===== config.mk =====
export PLATFORM = sky130hd
export DESIGN_NAME = lpmrm_top
export DESIGN_NICKNAME = d
export VERILOG_FILES = /design/src/lpmrm_pkg.sv /design/src/lpmrm_top.sv
export SDC_FILE = /design/constraint.sdc
export NUM_CORES = 1
export LEC_CHECK = 0
export BUFFER_PORTS_ARGS = -buffer_cell sky130_fd_sc_hd__buf_2
export CORE_AREA = 2 2 115 117
export DETAILED_ROUTE_END_ITERATION = 12
export DIE_AREA = 0 0 117 119
export GPL_ROUTABILITY_DRIVEN = 0
export SETUP_SLACK_MARGIN = 0.5
export SLEW_MARGIN = 30
export SYNTH_ARGS = -nofsm -noshare
export SYNTH_HDL_FRONTEND = slang
export SYNTH_SLANG_ARGS = --single-unit

===== constraint.sdc =====
create_clock -name mclk -period 2.1 [get_ports mclk]
set_clock_uncertainty 0.05 [all_clocks]
set_input_delay 0.105 -clock mclk [delete_from_list [all_inputs] [get_ports mclk]]
set_output_delay 0.105 -clock mclk [all_outputs]
set_load 0.01 [all_outputs]

===== src/lpmrm_pkg.sv =====
// Constants, register map and state type of the low-power mode and reset manager.
// Assumes one 10 MHz clock and an APB master on the same clock.
// Overview of operation
// - Light sleep stops only the processor clock
// - Peripheral interrupt or event wakes light sleep
// - Deep stop gates core clocks and fast oscillators
// - Deep stop keeps every register except the external clock selection
// - Software picks regulator mode during deep stop
// - Any external line or clock line ends stop
// - Standby turns off regulator and fast oscillators
// - Standby loses state except standby circuitry
// - Reset pin, watchdog, wake pin, clock event exit
// - Real-time clock and watchdog keep their clocks
// - Regulator on after reset, low-power only stop
// - Hold reset while supervised supply is low
// - Power-on watches digital, power-down watches both
// - Option bit drops analog-supply power-down check
// - Internal oscillator is the clock after reset
// - External clock failure reverts clock and interrupts
// - Bus dividers keep both buses within limit
`default_nettype none

package lpmrm_pkg;
  localparam int CLK_PERIOD_NS = 100;
  localparam int RST_HOLD_NS = 2000;
  localparam int RST_HOLD_CYC = (RST_HOLD_NS + CLK_PERIOD_NS - 1) / CLK_PERIOD_NS;
  localparam int IRC_MHZ = 8;
  localparam int BUS_MAX_MHZ = 48;
  localparam int EXT_LINES_N = 16;

  localparam logic [11:0] CTRL_OFS = 12'h000;
  localparam logic [11:0] CLKDIV_OFS = 12'h004;
  localparam logic [11:0] STAT_OFS = 12'h008;
  localparam logic [11:0] ISTAT_OFS = 12'h00c;
  localparam logic [11:0] IMASK_OFS = 12'h010;

  localparam int CTRL_DEEP = 0;
  localparam int CTRL_STBY = 1;
  localparam int CTRL_LOWREG = 2;
  localparam int CTRL_PLL = 3;
  localparam int CTRL_EXT = 4;
  localparam int CTRL_W = 5;
  localparam logic [4:0] CTRL_RST = 5'h00;

  localparam int DIV_W = 3;
  localparam int AHB_DIV_LSB = 0;
  localparam int APB_DIV_LSB = 4;
  localparam logic [2:0] DIV_RST = 3'h0;

  localparam int IRQ_CSS = 0;
  localparam int IRQ_STOPWK = 1;
  localparam int IRQ_STBYWK = 2;
  localparam int IRQ_W = 3;
  localparam logic [2:0] IRQ_RST = 3'h0;

  typedef enum logic [2:0] {S_RESET, S_RUN, S_SLEEP, S_STOP, S_STANDBY} lpmrm_state_t;
endpackage : lpmrm_pkg

`default_nettype wire


===== src/lpmrm_top.sv =====
// Power-mode and reset manager: state machine, clock and regulator controls, APB registers.
// Assumes pins and supervisor flags are asynchronous; core request pulses are on mclk.
//
// Implementation choices: the APB interface to the registers and the register addresses.
`default_nettype none

module lpmrm_top
  import lpmrm_pkg::*;
#(
  parameter int EXT_MHZ = 32
)
(
  input wire logic mclk, // 10 MHz clock
  input wire logic rst_n, // Asynchronous reset, active low
  input wire logic psel, // APB select
  input wire logic penable, // APB enable
  input wire logic pwrite, // APB direction
  input wire logic [11:0] paddr, // APB byte address
  input wire logic [31:0] pwdata, // APB write data
  output logic [31:0] prdata, // APB read data
  output logic pready, // APB ready
  output logic pslverr, // APB error on unmapped address
  input wire logic core_sleep_req, // Core enters low power, pulse
  input wire logic periph_event, // Any peripheral interrupt or event
  input wire logic [EXT_LINES_N-1:0] external_interrupt_lines, // External interrupt lines, async
  input wire logic rtc_line, // Clock-calendar line, async
  input wire logic rtc_event, // Clock-calendar standby wake event, async
  input wire logic wakeup_pin, // Wake pin, async
  input wire logic external_reset_pin_n, // Reset pin, async, active low
  input wire logic independent_watchdog_reset, // Independent watchdog reset, async
  input wire logic por_vdd_ok, // Power-on supervisor digital supply good
  input wire logic power_down_supervisor_vdd_ok, // Power-down supervisor digital supply good
  input wire logic power_down_supervisor_analog_ok, // Power-down supervisor analog supply good
  input wire logic analog_supply_mon_off, // Option bit, skip analog supply check
  input wire logic ext_clk_fail, // Clock monitor failure flag, async
  output logic sys_rst_n, // System reset, active low
  output logic cpu_clk_en, // Processor clock gate
  output logic periph_clk_en, // Peripheral clock gate
  output logic core_clk_en, // Core-domain clock gate
  output logic pll_en, // Phase-locked loop enable
  output logic internal_fast_rc_oscillator_en, // Internal fast RC oscillator enable
  output logic external_crystal_oscillator_en, // External crystal oscillator enable
  output logic sysclk_ext, // System clock from external source
  output logic reg_on, // Regulator powered
  output logic reg_low_power, // Regulator in low-power mode
  output logic rtc_watchdog_clk_en, // Clock-calendar and watchdog clocks
  output logic ahb_ce, // High-speed bus clock enable pulse
  output logic apb_ce, // Peripheral bus clock enable pulse
  output logic irq // Interrupt, level
);
  localparam int MIN_DIV = (EXT_MHZ + BUS_MAX_MHZ - 1) / BUS_MAX_MHZ;
  localparam int NS = EXT_LINES_N + 10;
  localparam int I_RTCL = EXT_LINES_N;
  localparam int I_RTCE = EXT_LINES_N + 1;
  localparam int I_WK = EXT_LINES_N + 2;
  localparam int I_PIN = EXT_LINES_N + 3;
  localparam int I_WDG = EXT_LINES_N + 4;
  localparam int I_POR = EXT_LINES_N + 5;
  localparam int I_PDD = EXT_LINES_N + 6;
  localparam int I_PDA = EXT_LINES_N + 7;
  localparam int I_OPT = EXT_LINES_N + 8;
  localparam int I_CSS = EXT_LINES_N + 9;

  if (EXT_MHZ < 4 || EXT_MHZ > 32 || MIN_DIV > 8)
  begin : g_chk
    $error("EXT_MHZ out of range");
  end

  logic [NS-1:0] async_in;
  logic [NS-1:0] s1_q;
  logic [NS-1:0] s2_q;
  assign async_in = {ext_clk_fail, analog_supply_mon_off, power_down_supervisor_analog_ok,
                     power_down_supervisor_vdd_ok, por_vdd_ok, independent_watchdog_reset,
                     external_reset_pin_n, wakeup_pin, rtc_event, rtc_line, external_interrupt_lines};

  for (genvar i = 0; i < NS; i++)
  begin : g_sync
    always_ff @(posedge mclk or negedge rst_n)
    begin
      if (!rst_n)
      begin
        s1_q[i] <= 1'b0;
        s2_q[i] <= 1'b0;
      end
      else
      begin
        s1_q[i] <= async_in[i];
        s2_q[i] <= s1_q[i];
      end
    end
  end

  logic wk_prev_q;
  logic wk_rise;
  logic supply_ok;
  logic hard_rst;
  logic external_interrupt_lines_any;
  logic css_fail;
  always_ff @(posedge mclk or negedge rst_n)
  begin
    if (!rst_n)
      wk_prev_q <= 1'b0;
    else
      wk_prev_q <= s2_q[I_WK];
  end
  assign wk_rise = s2_q[I_WK] & ~wk_prev_q;
  assign supply_ok = s2_q[I_POR] & s2_q[I_PDD] & (s2_q[I_PDA] | s2_q[I_OPT]);
  assign hard_rst = ~supply_ok | ~s2_q[I_PIN] | s2_q[I_WDG];
  assign external_interrupt_lines_any = (|s2_q[EXT_LINES_N-1:0]) | s2_q[I_RTCL];
  assign css_fail = s2_q[I_CSS];

  lpmrm_state_t state_q;
  lpmrm_state_t state_d;
  logic [15:0] hold_q;
  logic [CTRL_W-1:0] ctrl_q;
  logic [IRQ_W-1:0] istat_q;
  logic [IRQ_W-1:0] imask_q;
  logic [DIV_W-1:0] ahb_div_q;
  logic [DIV_W-1:0] apb_div_q;
  logic ext_sel_q;

  always_comb
  begin
    state_d = state_q;
    case (state_q)
      S_RESET:
        if (!hard_rst && hold_q >= 16'(RST_HOLD_CYC - 1))
          state_d = S_RUN;
      S_RUN:
        if (core_sleep_req)
        begin
          if (!ctrl_q[CTRL_DEEP])
            state_d = S_SLEEP;
          else if (ctrl_q[CTRL_STBY])
            state_d = S_STANDBY;
          else
            state_d = S_STOP;
        end
      S_SLEEP:
        if (periph_event || external_interrupt_lines_any)
          state_d = S_RUN;
      S_STOP:
        if (external_interrupt_lines_any)
          state_d = S_RUN;
      S_STANDBY:
        if (wk_rise || s2_q[I_RTCE])
          state_d = S_RESET;
      default:
        state_d = S_RESET;
    endcase
    if (hard_rst)
      state_d = S_RESET;
  end

  always_ff @(posedge mclk or negedge rst_n)
  begin
    if (!rst_n)
      state_q <= S_RESET;
    else
      state_q <= state_d;
  end

  // Reset release waits for a quiet supply for the hold time
  always_ff @(posedge mclk or negedge rst_n)
  begin
    if (!rst_n)
      hold_q <= 16'h0000;
    else if (state_q != S_RESET || hard_rst)
      hold_q <= 16'h0000;
    else if (hold_q != 16'hffff)
      hold_q <= hold_q + 16'h0001;
  end

  logic setup;
  logic wr;
  logic hit;
  assign setup = psel & ~penable;
  assign wr = psel & penable & pready & pwrite;
  assign hit = paddr == CTRL_OFS || paddr == CLKDIV_OFS || paddr == STAT_OFS ||
               paddr == ISTAT_OFS || paddr == IMASK_OFS;

  // Registers are cleared only by the reset state; stop leaves them alone
  always_ff @(posedge mclk or negedge rst_n)
  begin
    if (!rst_n)
    begin
      ctrl_q <= CTRL_RST;
      imask_q <= IRQ_RST;
      ahb_div_q <= DIV_RST;
      apb_div_q <= DIV_RST;
    end
    else if (state_q == S_RESET)
    begin
      ctrl_q <= CTRL_RST;
      imask_q <= IRQ_RST;
      ahb_div_q <= DIV_RST;
      apb_div_q <= DIV_RST;
    end
    else if (wr && !pslverr)
    begin
      if (paddr == CTRL_OFS)
        ctrl_q <= pwdata[CTRL_W-1:0];
      if (paddr == IMASK_OFS)
        imask_q <= pwdata[IRQ_W-1:0];
      if (paddr == CLKDIV_OFS)
      begin
        ahb_div_q <= pwdata[AHB_DIV_LSB +: DIV_W];
        apb_div_q <= pwdata[APB_DIV_LSB +: DIV_W];
      end
    end
  end

  // External clock selection: software sets it, failure or stop drops it
  always_ff @(posedge mclk or negedge rst_n)
  begin
    if (!rst_n)
      ext_sel_q <= 1'b0;
    else if (state_q == S_RESET)
      ext_sel_q <= 1'b0;
    else if (css_fail || state_q == S_STOP)
      ext_sel_q <= 1'b0;
    else if (wr && paddr == CTRL_OFS)
      ext_sel_q <= pwdata[CTRL_EXT];
  end

  // Sticky flags live in the standby circuitry; a new event wins over a clear
  logic [IRQ_W-1:0] ev;
  assign ev = {state_q == S_STANDBY && state_d == S_RESET,
               state_q == S_STOP && state_d == S_RUN,
               ext_sel_q && css_fail};
  always_ff @(posedge mclk or negedge rst_n)
  begin
    if (!rst_n)
      istat_q <= IRQ_RST;
    else if (wr && paddr == ISTAT_OFS)
      istat_q <= (istat_q & ~pwdata[IRQ_W-1:0]) | ev;
    else
      istat_q <= istat_q | ev;
  end

  // APB answers in the first access cycle
  always_ff @(posedge mclk or negedge rst_n)
  begin
    if (!rst_n)
    begin
      pready <= 1'b0;
      pslverr <= 1'b0;
      prdata <= 32'h00000000;
    end
    else
    begin
      pready <= setup;
      pslverr <= setup & ~hit;
      if (setup)
      begin
        prdata <= 32'h00000000;
        case (paddr)
          CTRL_OFS: prdata[CTRL_W-1:0] <= {ext_sel_q, ctrl_q[CTRL_W-2:0]};
          CLKDIV_OFS: prdata <= {25'h0, apb_div_q, 1'b0, ahb_div_q};
          STAT_OFS: prdata[3:0] <= {ext_sel_q, state_q};
          ISTAT_OFS: prdata[IRQ_W-1:0] <= istat_q;
          IMASK_OFS: prdata[IRQ_W-1:0] <= imask_q;
          default: prdata <= 32'h00000000;
        endcase
      end
    end
  end

  // Bus dividers raised to the least ratio that keeps the bus in limit
  logic [DIV_W-1:0] ahb_eff;
  logic [DIV_W-1:0] apb_eff;
  logic [DIV_W-1:0] ahb_cnt_q;
  logic [DIV_W-1:0] apb_cnt_q;
  localparam logic [DIV_W-1:0] MIN_FIELD = DIV_W'(MIN_DIV - 1);
  assign ahb_eff = (ext_sel_q && ahb_div_q < MIN_FIELD) ? MIN_FIELD : ahb_div_q;
  assign apb_eff = (ext_sel_q && ahb_eff == 3'h0 && apb_div_q < MIN_FIELD) ? MIN_FIELD : apb_div_q;
  always_ff @(posedge mclk or negedge rst_n)
  begin
    if (!rst_n)
    begin
      ahb_cnt_q <= 3'h0;
      apb_cnt_q <= 3'h0;
      ahb_ce <= 1'b0;
      apb_ce <= 1'b0;
    end
    else
    begin
      ahb_ce <= ahb_cnt_q == 3'h0 && core_clk_en;
      apb_ce <= ahb_cnt_q == 3'h0 && apb_cnt_q == 3'h0 && core_clk_en;
      ahb_cnt_q <= (ahb_cnt_q >= ahb_eff) ? 3'h0 : ahb_cnt_q + 3'h1;
      if (ahb_cnt_q == 3'h0)
        apb_cnt_q <= (apb_cnt_q >= apb_eff) ? 3'h0 : apb_cnt_q + 3'h1;
    end
  end

  // Power and clock outputs follow the next state so they line up with state_q
  logic lowp_d;
  assign lowp_d = state_d == S_STOP || state_d == S_STANDBY;
  always_ff @(posedge mclk or negedge rst_n)
  begin
    if (!rst_n)
    begin
      sys_rst_n <= 1'b0;
      cpu_clk_en <= 1'b0;
      periph_clk_en <= 1'b0;
      core_clk_en <= 1'b0;
      pll_en <= 1'b0;
      internal_fast_rc_oscillator_en <= 1'b1;
      external_crystal_oscillator_en <= 1'b0;
      sysclk_ext <= 1'b0;
      reg_on <= 1'b1;
      reg_low_power <= 1'b0;
      rtc_watchdog_clk_en <= 1'b1;
      irq <= 1'b0;
    end
    else
    begin
      sys_rst_n <= state_d != S_RESET;
      cpu_clk_en <= state_d == S_RUN;
      periph_clk_en <= state_d == S_RUN || state_d == S_SLEEP;
      core_clk_en <= state_d == S_RUN || state_d == S_SLEEP;
      pll_en <= ctrl_q[CTRL_PLL] && !lowp_d && state_d != S_RESET;
      internal_fast_rc_oscillator_en <= !lowp_d;
      external_crystal_oscillator_en <= ext_sel_q && !css_fail && !lowp_d && state_d != S_RESET;
      sysclk_ext <= ext_sel_q && !css_fail && state_d != S_RESET;
      reg_on <= state_d != S_STANDBY;
      reg_low_power <= state_d == S_STOP && ctrl_q[CTRL_LOWREG];
      rtc_watchdog_clk_en <= 1'b1;
      irq <= |((istat_q | ev) & imask_q);
    end
  end
endmodule : lpmrm_top

`default_nettype wire


* Yosys cells after proc, flatten, opt, wreduce, memory -nomap -nowiden
Index checks and enable logic that the tools add are counted. W data, S select, Z words.
Storage, ports and cells: output and inout bits 48, bits in registers 141, bits of input ports 77
Cells by class: order comparisons 5, reduce and logical (&&, ||, !) cells 53, eq/ne operators 14, bitwise logic cells 22, add/sub/neg operators 3, muxes and demuxes 35
Operator list (count):
- $mux W3 | 22
- $mux W16 | 2
- $pmux W3 S5 | 2
- $eq A12 B4 Y1 const B | 2
- $logic_and A1 B1 Y1 | 20
- $add A16 B1 Y16 const B | 1
- $ge A16 B5 Y1 const B | 1
- $ne A16 B16 Y1 const B | 1
- $reduce_or A16 Y1 | 1
- $logic_not A3 Y1 | 5
- $eq A12 B3 Y1 const B | 1
- $eq A12 B5 Y1 const B | 1
- $eq A3 B2 Y1 const B | 4
- $logic_not A12 Y1 | 1
- $mux W4 | 3
- $logic_or A1 B1 Y1 | 10
- $reduce_bool A2 Y1 | 5
- $reduce_bool A3 Y1 | 3
- $and A1 B1 Y1 | 8
- $add A3 B1 Y3 const B | 2
- $and A3 B3 Y3 | 2
- $eq A3 B1 Y1 const B | 2
- $eq A3 B3 Y1 const B | 2
- $ge A3 B3 Y1 | 2
- 12 further kinds | 29

* Longest topological paths before layout
Gate-level depths: netlist (run 1).
word-level depth 15, gate-level depth with buffers 7, gate-level depth less buffers 7

* Least setup slack after synthesis (run 1)
OpenSTA, ideal clock, no wires.
path type flip-flop to flip-flop, start point register state_q[0], end point register sysclk_ext, data arrival time 1.622 ns, setup time 0.094 ns, cell stages (with the launch flop) 7, clock period less this slack 1.766 ns, setup slack 0.334 ns, data required time 1.956 ns, path buffers 1, cells stage by stage dfrtp_1 > clkbuf_1 > or3b_1 > nor3_1 > nor2_1 > a21boi_0 > a211oi_1
On the way: cells in the longest elaborated chain, start to end 5, elaborated cells between the ends (all ways) 14, those cells by class eq/ne (4); mux (7); reduce/logical (3)
Ends and longest elaborated chain:
- start: declaration | RTL line lpmrm_top.sv:112 | lpmrm_state_t state_q;
- start signal: assignment | RTL line lpmrm_top.sv:160 | state_q <= state_d;
- $eq A3 B3 Y1, or another cell as far along | RTL line lpmrm_top.sv:125 | case (state_q)
- $pmux W3 S5 * | RTL line lpmrm_top.sv:125
- $mux W3 * | RTL line lpmrm_top.sv:151 | if (hard_rst)
- $reduce_bool A3 Y1 * | RTL line lpmrm_top.sv:325 | sysclk_ext <= ext_sel_q && !css_fail && state_d != S_RESET;
- $logic_and A1 B1 Y1 * | RTL line lpmrm_top.sv:325
- end signal: assignment | RTL line lpmrm_top.sv:310 | sysclk_ext <= 1'b0;
- end signal: assignment | RTL line lpmrm_top.sv:325
- end: declaration | RTL line lpmrm_top.sv:43 | output logic sysclk_ext,
Every way passes the cells marked *; elsewhere a longest branch is shown, timed or not. A chain may end at the register's enable or synchronous reset.

* Final worst setup path (run 1)
start point register state_q[1], end point register sysclk_ext
Same word-level chain as after synthesis.

==> qor.yml, run 1 <==
status:
  status: "finished, final reports clean"
pwr:
  p_per_area_mw_per_mm2: 761
  pwr-share-seq_pct: 43.7
  power_uw: 5310
  p_leak_uw: 0.00320
  switching_share_pct: 23.5
  clockPowerShare_pct: 51.7
  internal-power_uw: 4060
  p_comb_share_pct: 4.6
  p_sw_uw: 1250
  vdd_drop_max_mv: 0.762
sta:
  period_minus_slack_ns: 1.74
  setup_violations: 0
  hold_violations: 0
  rsz0062_at_grt: "true"
  slew_viol_final: 0
  fin_setup_tns_ns: 0
  max_freq_ghz: 0.574
  fin_crit_sh_pct: 82.9
logic_synthesis:
  yosysWarnings: 0
  synth-xor-area-share_pct: 2.13
  postSynth.asyncResetShare_pct: 100
  mappedNetlistArea_mm2: 0.00494
  syn_inst: 428
  avgSynthCellArea_um2: 11.5
  synth_edf_count: 0
  synth.area.mux_share_pct: 4.56
  synth_top_area_share_pct: 57.8
  synth-compound-area-share_pct: 8.69
  synth_ff_type: "dfrtp_1"
  synth_top_cell_by_area: "dfrtp_1"
  synthAdderAreaFrac_pct: 2.79
  synth.area.top_cells: "dfrtp_1 (58%), buf_4 (4.1%), mux2i_1 (3.6%)"
  synth_top_family_by_area: "simple AND/OR/NAND/NOR gates"
  synth_seq_area_share_pct: 58.8
  ys_ff_latch: 116
  synth-simple-area-share_pct: 16.6
  synth_cell_type_count: 64
place:
  portBuffers: 73
  placed_area_mm2: 0.00553
  dp_hpwl_mm: 6.87
floorplanning:
  die_h_um: 119
  coreArea_mm2: 0.0129
  ios: 125
  dieArea_mm2: 0.0139
  rows: 42
  die_w_um: 117
  start_util_pct: 38.4
grt:
  antenna_found_initial: 0
  grt_pass1_vias: 3724
  met3_usage_pct: 4.48
  grt_util_met2_pct: 26.5
  grtUsageTotal_pct: 16.4
  grt_pass1_wl_mm: 17.7
  grt_max_degree: 68
  use_met1_pct: 20.4
  grt-ovfl-total: 0
  busiest_layer: "met2"
finish:
  final_common_cell: "dfrtp_1"
  drive_above_1_share_pct: 36.5
  stdcell_area_mm2: 0.00698
  final_cell_mix: "dfrtp_1 (109), buf_2 (72), nor2_1 (38), dlygate4sd3_1 (34), buf_4 (33)"
  nets: 669
  n_antenna_cell: 0
  final_core_util_pct: 54.2
  area_growth_pct: 41.4
cts:
  clock-sinks: 116
  clkLatencyLatePin_ns: 0.41
  clk_path_buf_depth: 2
  numCtsBuffers: 17
  cts_root_buffer: "clkbuf_16"
  htree_levels: 4
  tritoncts: "yes"
  clk_pin_slew_worst_paths_ns: 0.06
drt:
  avgRoutedWirePerCell_um: 14.2
  drtIter0Drc: 155
  dr.pass1.iters: 4
  vias: 3726
  ant_nets: 0
  wl_mm: 10.9
  viasPerCell: 4.84
  drc_errors: 0
worst_setup_path:
  cp-start-kind: "flop"
  cpPeakStageDelay_ns: 0.48
  crit_slowest_cell: "dfrtp_2"
  cp_max_fo: 8
  path_class: "flop to flop"
  arrival_ns: 2.01
  path_cells: "inv_1, a311oi_4, buf_4, nor2b_4, o32a_4, a211oi_2"
  required_ns: 2.37
  end_kind: "flop"
run:
  max_cap_violations: 0
hold_path:
  hp-class: "primary input to async pin"
critical path: cells and delay by family (launching register included):
kind	cells	cell delay (ns)
flip-flops	1	0.48
buffers and inverters	2	0.28
AND/OR/NAND/NOR	1	0.04
AO/OA/AOI/OAI	3	0.80
state kept, by name (all words and copies together), names as in the netlist, 3 cells and up:
register	flops
ahb_div_q	3
imask_q	3
ctrl_q	4
ahb_cnt_q	3
s2_q	25
s1_q	26
prdata	7
istat_q	3
apb_cnt_q	3
state_q	3
apb_div_q	3
hold_q	16
metal layers:
| metal | vias up | wire, um |
|---|---|---|
| met4 | 0 | 225 |
| met3 | 22 | 426 |
| met2 | 110 | 5650 |
| li1 | 1759 | - |
| met5 | - | 0 |
| met1 | 1835 | 4640 |
per-stage QoR:
step,hold slack (ns),cells,worst slack (ns)
6_report,0.0498,770,0.359
5_1_grt,0.0636,770,0.285
2_1_floorplan,-0.241,452,0.366
3_3_place_gp,-0.0711,675,0.239
3_5_place_dp,-0.0611,675,0.213
4_1_cts,0.0397,764,0.353
final timing paths:
| check | start | endpoint | slack [ns] | cells past startpoint |
|---|---|---|---|---|
| setup / recovery | state_q[1]$_DFF_PN0_ | sysclk_ext$_DFF_PN0_ | 0.36 | 6 |
| hold / removal | rst_n | s1_q[2]$_DFF_PN0_ | 0.05 | 2 |
| setup reg to reg | state_q[1]$_DFF_PN0_ | sysclk_ext$_DFF_PN0_ | 0.36 | 6 |
| hold reg to reg | s1_q[24]$_DFF_PN0_ | s2_q[24]$_DFF_PN0_ | 0.29 | 0 |
| max in group asynchronous | rst_n | internal_fast_rc_oscillator_en$_DFF_PN1_ | 1.23 | 3 |
| min in group mclk | paddr[2] | prdata[6]$_DFFE_PN0P_ | 0.06 | 3 |
kinds of logic after synthesis:
group	count (synthesis)
AOI/OAI and AO/OA	60
xor gates and xnor gates	12
adders and majority gates	11
buffers and inverters	55
DFF	116
muxes	22
other	2
and+or+nand+nor	150
cell usage after synthesis, types with 3 or more instances:
| library cell | number |
|---|---|
| ha_1 | 11 |
| mux2_2 | 4 |
| nand4_1 | 7 |
| o21ai_0 | 6 |
| buf_4 | 27 |
| a31oi_1 | 7 |
| a21o_1 | 4 |
| nand2b_1 | 10 |
| nand2_1 | 27 |
| clkbuf_1 | 7 |
| dfrtp_1 | 114 |
| nor3_1 | 9 |
| or2_2 | 3 |
| a211oi_1 | 3 |
| xnor2_1 | 9 |
| and3_1 | 5 |
| o211ai_1 | 4 |
| mux2i_1 | 18 |
| xor2_1 | 3 |
| a21oi_1 | 10 |
| nor2b_1 | 4 |
| o21ai_1 | 3 |
| inv_1 | 18 |
| a22oi_1 | 3 |
| nor2_1 | 40 |
| nand3_1 | 17 |
| nor4_1 | 6 |
cell type report:
type | count | area (um2)
multi-input cells | 281 | 2170
fillers | 1057 | 5890
repair buffers | 146 | 1040
clock inverters | 15 | 146
flip-flops and latches | 116 | 2910
well taps | 176 | 220
clock buffers | 17 | 425
inverters | 19 | 73.8
power by group through the flow:
stage / registers, uW / logic, uW / clock network, uW
after global routing: 2330 / 276 / 2910
after global placement: 2350 / 185 / 0
final: 2320 / 246 / 2740
after detailed placement: 2360 / 191 / 0
after floorplan: 2360 / 99.8 / 0
after CTS: 2320 / 246 / 2800
repair_timing:
item / 4_1_cts / 5_1_grt
setup buffers: 23 / 6
pin swaps: 18 / 29
resized for setup: 42 / 26
hold buffers: 34 / 0
hold endpoints to repair: 156 / 0
setup endpoints to repair: 31 / 30
(Power assumes the default switching activity.)
==> run 2: changes to the inputs <==
- ABC_AREA: unset -> 1
- CORE_AREA: 2 2 115 117 -> 2 2 114 116
- DIE_AREA: 0 0 117 119 -> 0 0 116 118
- clock period: 2.1 -> 1.7 ns (I/O delays scaled with it)
==> run 2 against run 1 <==
  * The flow now finishes with violations (negative setup slack)
  * Clock power up 47%
  * Wire length up 5.9%
  * Sequential cell count unchanged
  * Sequential share of layout area down 1.7 points
  * Via count up 9.0%
  * Final area up 4.2%
  * Setup slack worse by 0.40 ns
  * Count of clock-buffer cells in the layout unchanged
  * Utilization up 4.4 points
  * Global-route usage up 0.18 points
  * Die area down 1.7%
  * Critical path type unchanged
  * Highest routed layer unchanged
==> qor.yml, run 2 <==
status:
  status: "finished with violations"  # was finished, final reports clean
  violations: "negative setup slack"
finish:
  reg_top3: "s1_q (26), s2_q (25), hold_q (16)"  # unchanged
  n_antenna_cell: 0  # unchanged
  regMostFlops: "s1_q"  # unchanged
  final_common_cell: "dfrtp_1"  # unchanged
  nets: 778  # was 669
  final_cell_mix: "dfrtp_1 (111), buf_2 (71), nand2_1 (66), inv_1 (50), nor2_1 (45)"  # was dfrtp_1 (109), buf_2 (72), nor2_1 (38), dlygate4sd3_1 (34), buf_4 (33)
  drive_above_1_share_pct: 39.5  # was 36.5%
  area_growth_pct: 49.8  # was 41.4%
  largest_reg_flops: 26  # unchanged
logic_synthesis:
  synth_edf_count: 0  # unchanged
  avgSynthCellArea_um2: 9.56  # was 11.5 um2
  synth.cells.most_frequent: "dfrtp_1 (114), nand2_1 (86), inv_1 (67), nor2_1 (63), buf_4 (27)"  # was dfrtp_1 (114), nor2_1 (40), buf_4 (27), nand2_1 (27)
  syn_inst: 508  # was 428
  mappedNetlistArea_mm2: 0.00486  # was 0.00494 mm2
  synth_top_cell_by_area: "dfrtp_1"  # unchanged
  synth.area.top_cells: "dfrtp_1 (59%), nand2_1 (6.6%), inv_1 (5.2%)"  # was dfrtp_1 (58%), buf_4 (4.1%), mux2i_1 (3.6%)
  yosysWarnings: 0  # unchanged
  synth_most_common_cell: "dfrtp_1"  # unchanged
  synth_cell_type_count: 41  # was 64
  synth_seq_area_share_pct: 59.8  # was 58.8%
  synth_ff_type: "dfrtp_1"  # unchanged
  postSynth.asyncResetShare_pct: 100  # unchanged
  synth_top_area_share_pct: 58.7  # was 57.8%
  ys_ff_latch: 116  # unchanged
sta:
  period_minus_slack_ns: 1.74  # about the same
  max_freq_ghz: 0.576  # was 0.574 GHz
  hold_violations: 0  # unchanged
  fin_crit_sh_pct: 102  # was 82.9%
  fin_setup_tns_ns: -0.211  # was 0 ns
  tightest_slew_ns: 0.519
  setup_slack_ns: -0.0369  # was 0.359 ns
  slew_headroom_pct: 65.3
  slew_viol_final: 0  # unchanged
  setup_violations: 9  # was 0
  rsz0062_at_grt: "true"  # unchanged
  hold_ws_ns: 0.0370  # was 0.0498 ns
floorplanning:
  rows: 41  # was 42
  start_util_pct: 39.1  # was 38.4%
  dieArea_mm2: 0.0137  # was 0.0139 mm2
  coreArea_mm2: 0.0124  # was 0.0129 mm2
  ios: 125  # unchanged
  die_w_um: 116  # was 117 um
  die_h_um: 118  # was 119 um
run:
  max_cap_violations: 0  # unchanged
cts:
  clk_pin_slew_worst_paths_ns: 0.06  # about the same
  htree_levels: 4  # unchanged
  cts_root_buffer: "clkbuf_16"  # unchanged
  numCtsBuffers: 17  # unchanged
  clock-sinks: 116  # unchanged
  clkLatencyLatePin_ns: 0.41  # about the same
  clk_path_buf_depth: 2  # unchanged
  tritoncts: "yes"  # unchanged
hold_path:
  hp-class: "primary input to flop"  # was primary input to async pin
drt:
  viasPerCell: 4.64  # was 4.84
  dr.pass1.iters: 5  # was 4
  wl_mm: 11.6  # was 10.9 mm
  drc_errors: 0  # unchanged
  avgRoutedWirePerCell_um: 13.2  # was 14.2 um
  drtIter0Drc: 245  # was 155
  vias: 4061  # was 3726
  ant_nets: 0  # unchanged
grt:
  grt_util_met2_pct: 25.7  # was 26.5%
  antenna_found_initial: 0  # unchanged
  busiest_layer: "met2"  # unchanged
  grt_pass1_wl_mm: 17.5  # was 17.7 mm
  grt_pass1_vias: 3793  # was 3724
  met3_usage_pct: 4.94  # was 4.48%
  grt-ovfl-total: 0  # unchanged
  use_met1_pct: 22.0  # was 20.4%
  grtUsageTotal_pct: 16.6  # was 16.4%
  grt_max_degree: 58  # was 68
worst_setup_path:
  cp-start-kind: "flop"  # unchanged
  path_class: "flop to flop"  # unchanged
  end_kind: "flop"  # unchanged
  required_ns: 2.00  # was 2.37 ns
  arrival_ns: 2.04  # was 2.01 ns
  cp_max_fo: 6  # was 8
  rrSetupSlack_ns: -0.04  # was 0.36 ns
place:
  portBuffers: 73  # unchanged
  dp_hpwl_mm: 7.38  # was 6.87 mm
  place_ws_ns: -0.0442  # was 0.213 ns
pwr:
  p_per_area_mw_per_mm2: 990  # was 761 mW/mm2
  p_leak_uw: 0.00353  # was 0.00320 uW
  vdd_drop_max_mv: 1.04  # was 0.762 mV
## run 2: where the power goes
part	switching (uW)	internal, uW
clock network	1380	2650
logic	173	145
registers	25.9	2840
## run 2: cell families (layout without fill, tap and decap cells)
kind of cell	Yosys count	count (layout)	synth area share, %
flops	116	116	59.8
other cells	2	26	0.155
compound gates	69	69	8.03
fa+ha+maj	11	11	2.83
simple gates	203	203	18.6
buf+inv	105	276	10.2
xor+xnor	2	2	0.361
## run 2: final timing paths
check                                            from               endpoint  depth (start not counted)
max in group asynchronous                       rst_n     s2_q[13]$_DFF_PN0_                          3
worst max-delay path            hold_q[0]$_DFFE_PN0P_  hold_q[9]$_DFFE_PN0P_                          9
worst min-delay path                         paddr[5]      pslverr$_DFF_PN0_                          5
min in group asynchronous                       rst_n  hold_q[4]$_DFFE_PN0P_                          3
worst max register to register  hold_q[0]$_DFFE_PN0P_  hold_q[9]$_DFFE_PN0P_                          9
worst min register to register     s1_q[20]$_DFF_PN0_     s2_q[20]$_DFF_PN0_                          0
## run 2: critical path, cell delays in order, from the launching register on
cell	delay [ns]
dfrtp_1	0.37
ha_2	0.21
nand2_2	0.08
nor3_4	0.23
nand4_4	0.20
nor2_4	0.21
nor2_4	0.08
a21oi_2	0.11
o21ai_1	0.08
inv_1	0.06
## run 2: through the flow
step	total power (uW)	util (%)	instance area, um2	std cells
floorplan	3040	-	5000	532
global placement	3160	45.0	5590	774
detailed placement	3160	45.0	5590	774
CTS	7260	55.9	6940	861
global route	7440	58.6	7280	875
finish	7210	58.6	7280	875
## run 2: metal layers
metal  up-vias  share of wire [%]
li1       1953                  -
met1      1968                 43
met2       126                 50
met3        14                5.4
met4         0                1.6
met5         -                  0
## run 2: area by class of cell
type | instances | area [um2]
flip-flops and latches | 116 | 2910
repair buffers | 168 | 1260
clock inverters | 15 | 243
clock buffers | 17 | 425
fillers | 1045 | 5140
multi-input cells | 311 | 1920
well taps | 172 | 215
inverters | 76 | 295
## run 2: timing repair
item / CTS / global route
hold endpoints to repair: 160 / 0
hold buffers: 37 / 0
setup endpoints to repair: 54 / 60
setup buffers: 18 / 14
resized for setup: 60 / 71
pin swaps: 18 / 33
==> run 3: changes to the inputs <==
- BUFFER_PORTS_ARGS: -buffer_cell sky130_fd_sc_hd__buf_2 -> -buffer_cell sky130_fd_sc_hd__clkbuf_2
==> run 3 against run 2 <==
  * The run still ends with negative setup slack left
  * Wire length down 0.95%
  * Global-route usage up 0.70 points
  * Combinational power about the same
  * Sequential power about the same
  * Final area up 0.33%
  * Die area unchanged
  * Sequential share of layout area down 0.15 points
  * Count of clock-buffer cells in the layout unchanged
  * Critical path type unchanged
  * Highest routed layer unchanged
==> qor.yml, run 3 (synthesized netlist as in run 2, its figures left out) <==
status:
  status: "finished with violations"  # unchanged
  violations: "negative setup slack"  # unchanged
sta:
  rsz0062_at_grt: "true"  # unchanged
  setup_slack_ns: -0.0392  # was -0.0369 ns
  slew_viol_final: 0  # unchanged
  period_minus_slack_ns: 1.74  # about the same
  hold_ws_ns: 0.0300  # was 0.0370 ns
  hold_violations: 0  # unchanged
  max_freq_ghz: 0.575  # was 0.576 GHz
  fin_crit_sh_pct: 102  # about the same
  setup_violations: 10  # was 9
hold_path:
  min_path_cells: 4  # was 5
  hold_path_end: "prdata[5]$_DFFE_PN0P_"  # was pslverr$_DFF_PN0_
  min_from: "penable"  # was paddr[5]
  hp-class: "primary input to flop"  # unchanged
drt:
  drc_errors: 0  # unchanged
  viasPerCell: 4.56  # was 4.64
  wl_mm: 11.5  # was 11.6 mm
  drtIter0Drc: 246  # was 245
  wl_met3_um: 538  # was 628 um
  ant_nets: 0  # unchanged
  dr.pass1.iters: 4  # was 5
  vias: 3997  # was 4061
  avgRoutedWirePerCell_um: 13.1  # was 13.2 um
  wl_met1_mm: 5.12  # was 4.98 mm
  wl_met2_mm: 5.62  # was 5.80 mm
  dr.max_layer_used: "met4"  # unchanged
worst_setup_path:
  end_kind: "flop"  # unchanged
  ff2ff_path_depth: 13  # was 9
  required_ns: 1.96  # was 2.00 ns
  arrival_ns: 2.00  # was 2.04 ns
  r2r-end: "sysclk_ext$_DFF_PN0_"  # was hold_q[9]$_DFFE_PN0P_
  rr_startpoint: "hold_q[1]$_DFFE_PN0P_"  # was hold_q[0]$_DFFE_PN0P_
  path_class: "flop to flop"  # unchanged
  cp-start-kind: "flop"  # unchanged
  cp_max_fo: 3  # was 6
  rrSetupSlack_ns: -0.04  # about the same
floorplanning:
  die_h_um: 118  # unchanged
  start_util_pct: 39.1  # unchanged
  rows: 41  # unchanged
  coreArea_mm2: 0.0124  # unchanged
  die_w_um: 116  # unchanged
  dieArea_mm2: 0.0137  # unchanged
  ios: 125  # unchanged
grt:
  grt_max_degree: 45  # was 58
  grt_pass1_vias: 3876  # was 3793
  antenna_found_initial: 0  # unchanged
  grt-ovfl-total: 0  # unchanged
  grt_pass1_wl_mm: 18.2  # was 17.5 mm
  grtUsageTotal_pct: 17.3  # was 16.6%
cts:
  htree_levels: 4  # unchanged
  clkLatencyLatePin_ns: 0.42  # was 0.41 ns
  clk_path_buf_depth: 2  # unchanged
  tritoncts: "yes"  # unchanged
  cts_root_buffer: "clkbuf_16"  # unchanged
  clk_pin_slew_worst_paths_ns: 0.06  # about the same
  numCtsBuffers: 17  # unchanged
  clock-sinks: 116  # unchanged
finish:
  area_growth_pct: 50.3  # was 49.8%
  drive_above_1_share_pct: 39.9  # was 39.5%
  reg_top3: "s1_q (26), s2_q (25), hold_q (16)"  # unchanged
  fill_cells: 1051  # was 1045
  nets: 780  # was 778
  largest_reg_flops: 26  # unchanged
  n_antenna_cell: 0  # unchanged
  final_cell_mix: "dfrtp_1 (112), clkbuf_2 (70), nand2_1 (69), inv_1 (48), nor2_1 (44)"  # was dfrtp_1 (111), buf_2 (71), nand2_1 (66), inv_1 (50), nor2_1 (45)
  finalNonFillerCells: 877  # was 875
  final_core_util_pct: 58.8  # was 58.6%
  regMostFlops: "s1_q"  # unchanged
  final_common_cell: "dfrtp_1"  # unchanged
place:
  dp_hpwl_mm: 7.50  # was 7.38 mm
  dpl.cell_count: 779  # was 774
  portBuffers: 73  # unchanged
  place_ws_ns: -0.0372  # was -0.0442 ns
pwr:
  vdd_drop_max_mv: 0.694  # was 1.04 mV
  p_per_area_mw_per_mm2: 977  # was 990 mW/mm2
  p_leak_uw: 0.00353  # about the same
run:
  max_cap_violations: 0  # unchanged
-- run 3: cell types whose count changed in the layout (fill, tap and decap cells not counted), sizes merged --
cell         delta
buf            -67
clkbuf         +70
clkinv          +1
clkinvlp        +2
inv             -3
dlygate4sd3     -1
-- run 3: worst max-delay path by stage --
stage / from / endpoint / depth (start not counted)
finish: hold_q[1]$_DFFE_PN0P_ / sysclk_ext$_DFF_PN0_ / 13
global route: hold_q[1]$_DFFE_PN0P_ / sysclk_ext$_DFF_PN0_ / 13
CTS: hold_q[0]$_DFFE_PN0P_ / external_crystal_oscillator_en$_DFF_PN0_ / 13
detailed placement: hold_q[0]$_DFFE_PN0P_ / external_crystal_oscillator_en$_DFF_PN0_ / 13
global placement: hold_q[0]$_DFFE_PN0P_ / external_crystal_oscillator_en$_DFF_PN0_ / 13
floorplan: hold_q[0]$_DFFE_PN0P_ / hold_q[11]$_DFFE_PN0P_ / 10
-- run 3: where the power goes --
| group | switching, uW | internal (uW) |
|---|---|---|
| Combinational | 174 | 143 |
| Clock | 1330 | 2610 |
| Sequential | 27.0 | 2840 |
| Total | 1530 | 5600 |
-- run 3: through the flow --
step           total power [uW]  setup TNS (ns)  cell area [um2]
2_1_floorplan              3040               0             5000
4_1_cts                    7180               0             6950
3_3_place_gp               3160         -0.0603             5630
5_1_grt                    7360           -2.14             7300
6_report                   7130          -0.235             7300
3_5_place_dp               3170         -0.0714             5630
-- run 3: layout make-up --
type / instances / area [um2] / area share, %
repair buffers: 170 / 1290 / 17.7
multi-input cells: 311 / 1940 / 26.5
clock inverters: 15 / 228 / 3.12
clock buffers: 17 / 425 / 5.83
inverters: 76 / 295 / 4.04
well taps: 172 / 215 / 2.95
flip-flops and latches: 116 / 2910 / 39.8
-- run 3: worst max-delay path, stage by stage, from the launching register on --
cell and delay [ns]:
dfrtp_1 0.38, ha_2 0.20, nor2_2 0.12, nand2_1 0.10
nand2_2 0.09, nand3_2 0.08, a21oi_2 0.13, nand2_2 0.08
nand2_2 0.09, nand2_2 0.08, inv_2 0.07, nand2_2 0.06
nand3_2 0.06, inv_1 0.04
-- run 3: layer usage --
layer	vias up	GRT usage [%]
li1	1950	-
met1	1916	22.2
met2	113	27.3
met3	18	4.89
met4	0	7.07
met5	-	0
-- run 3: repair_timing --
| action | in CTS | in global routing |
|---|---|---|
| pin swaps | 20 | 42 |
| hold buffers | 36 | 0 |
| endpoints found under the setup margin | 53 | 60 |
| gates cloned | 0 | 0 |
| endpoints found under the hold margin | 80 | 0 |
| buffers inserted | 18 | 12 |
| gates resized for setup | 59 | 76 |
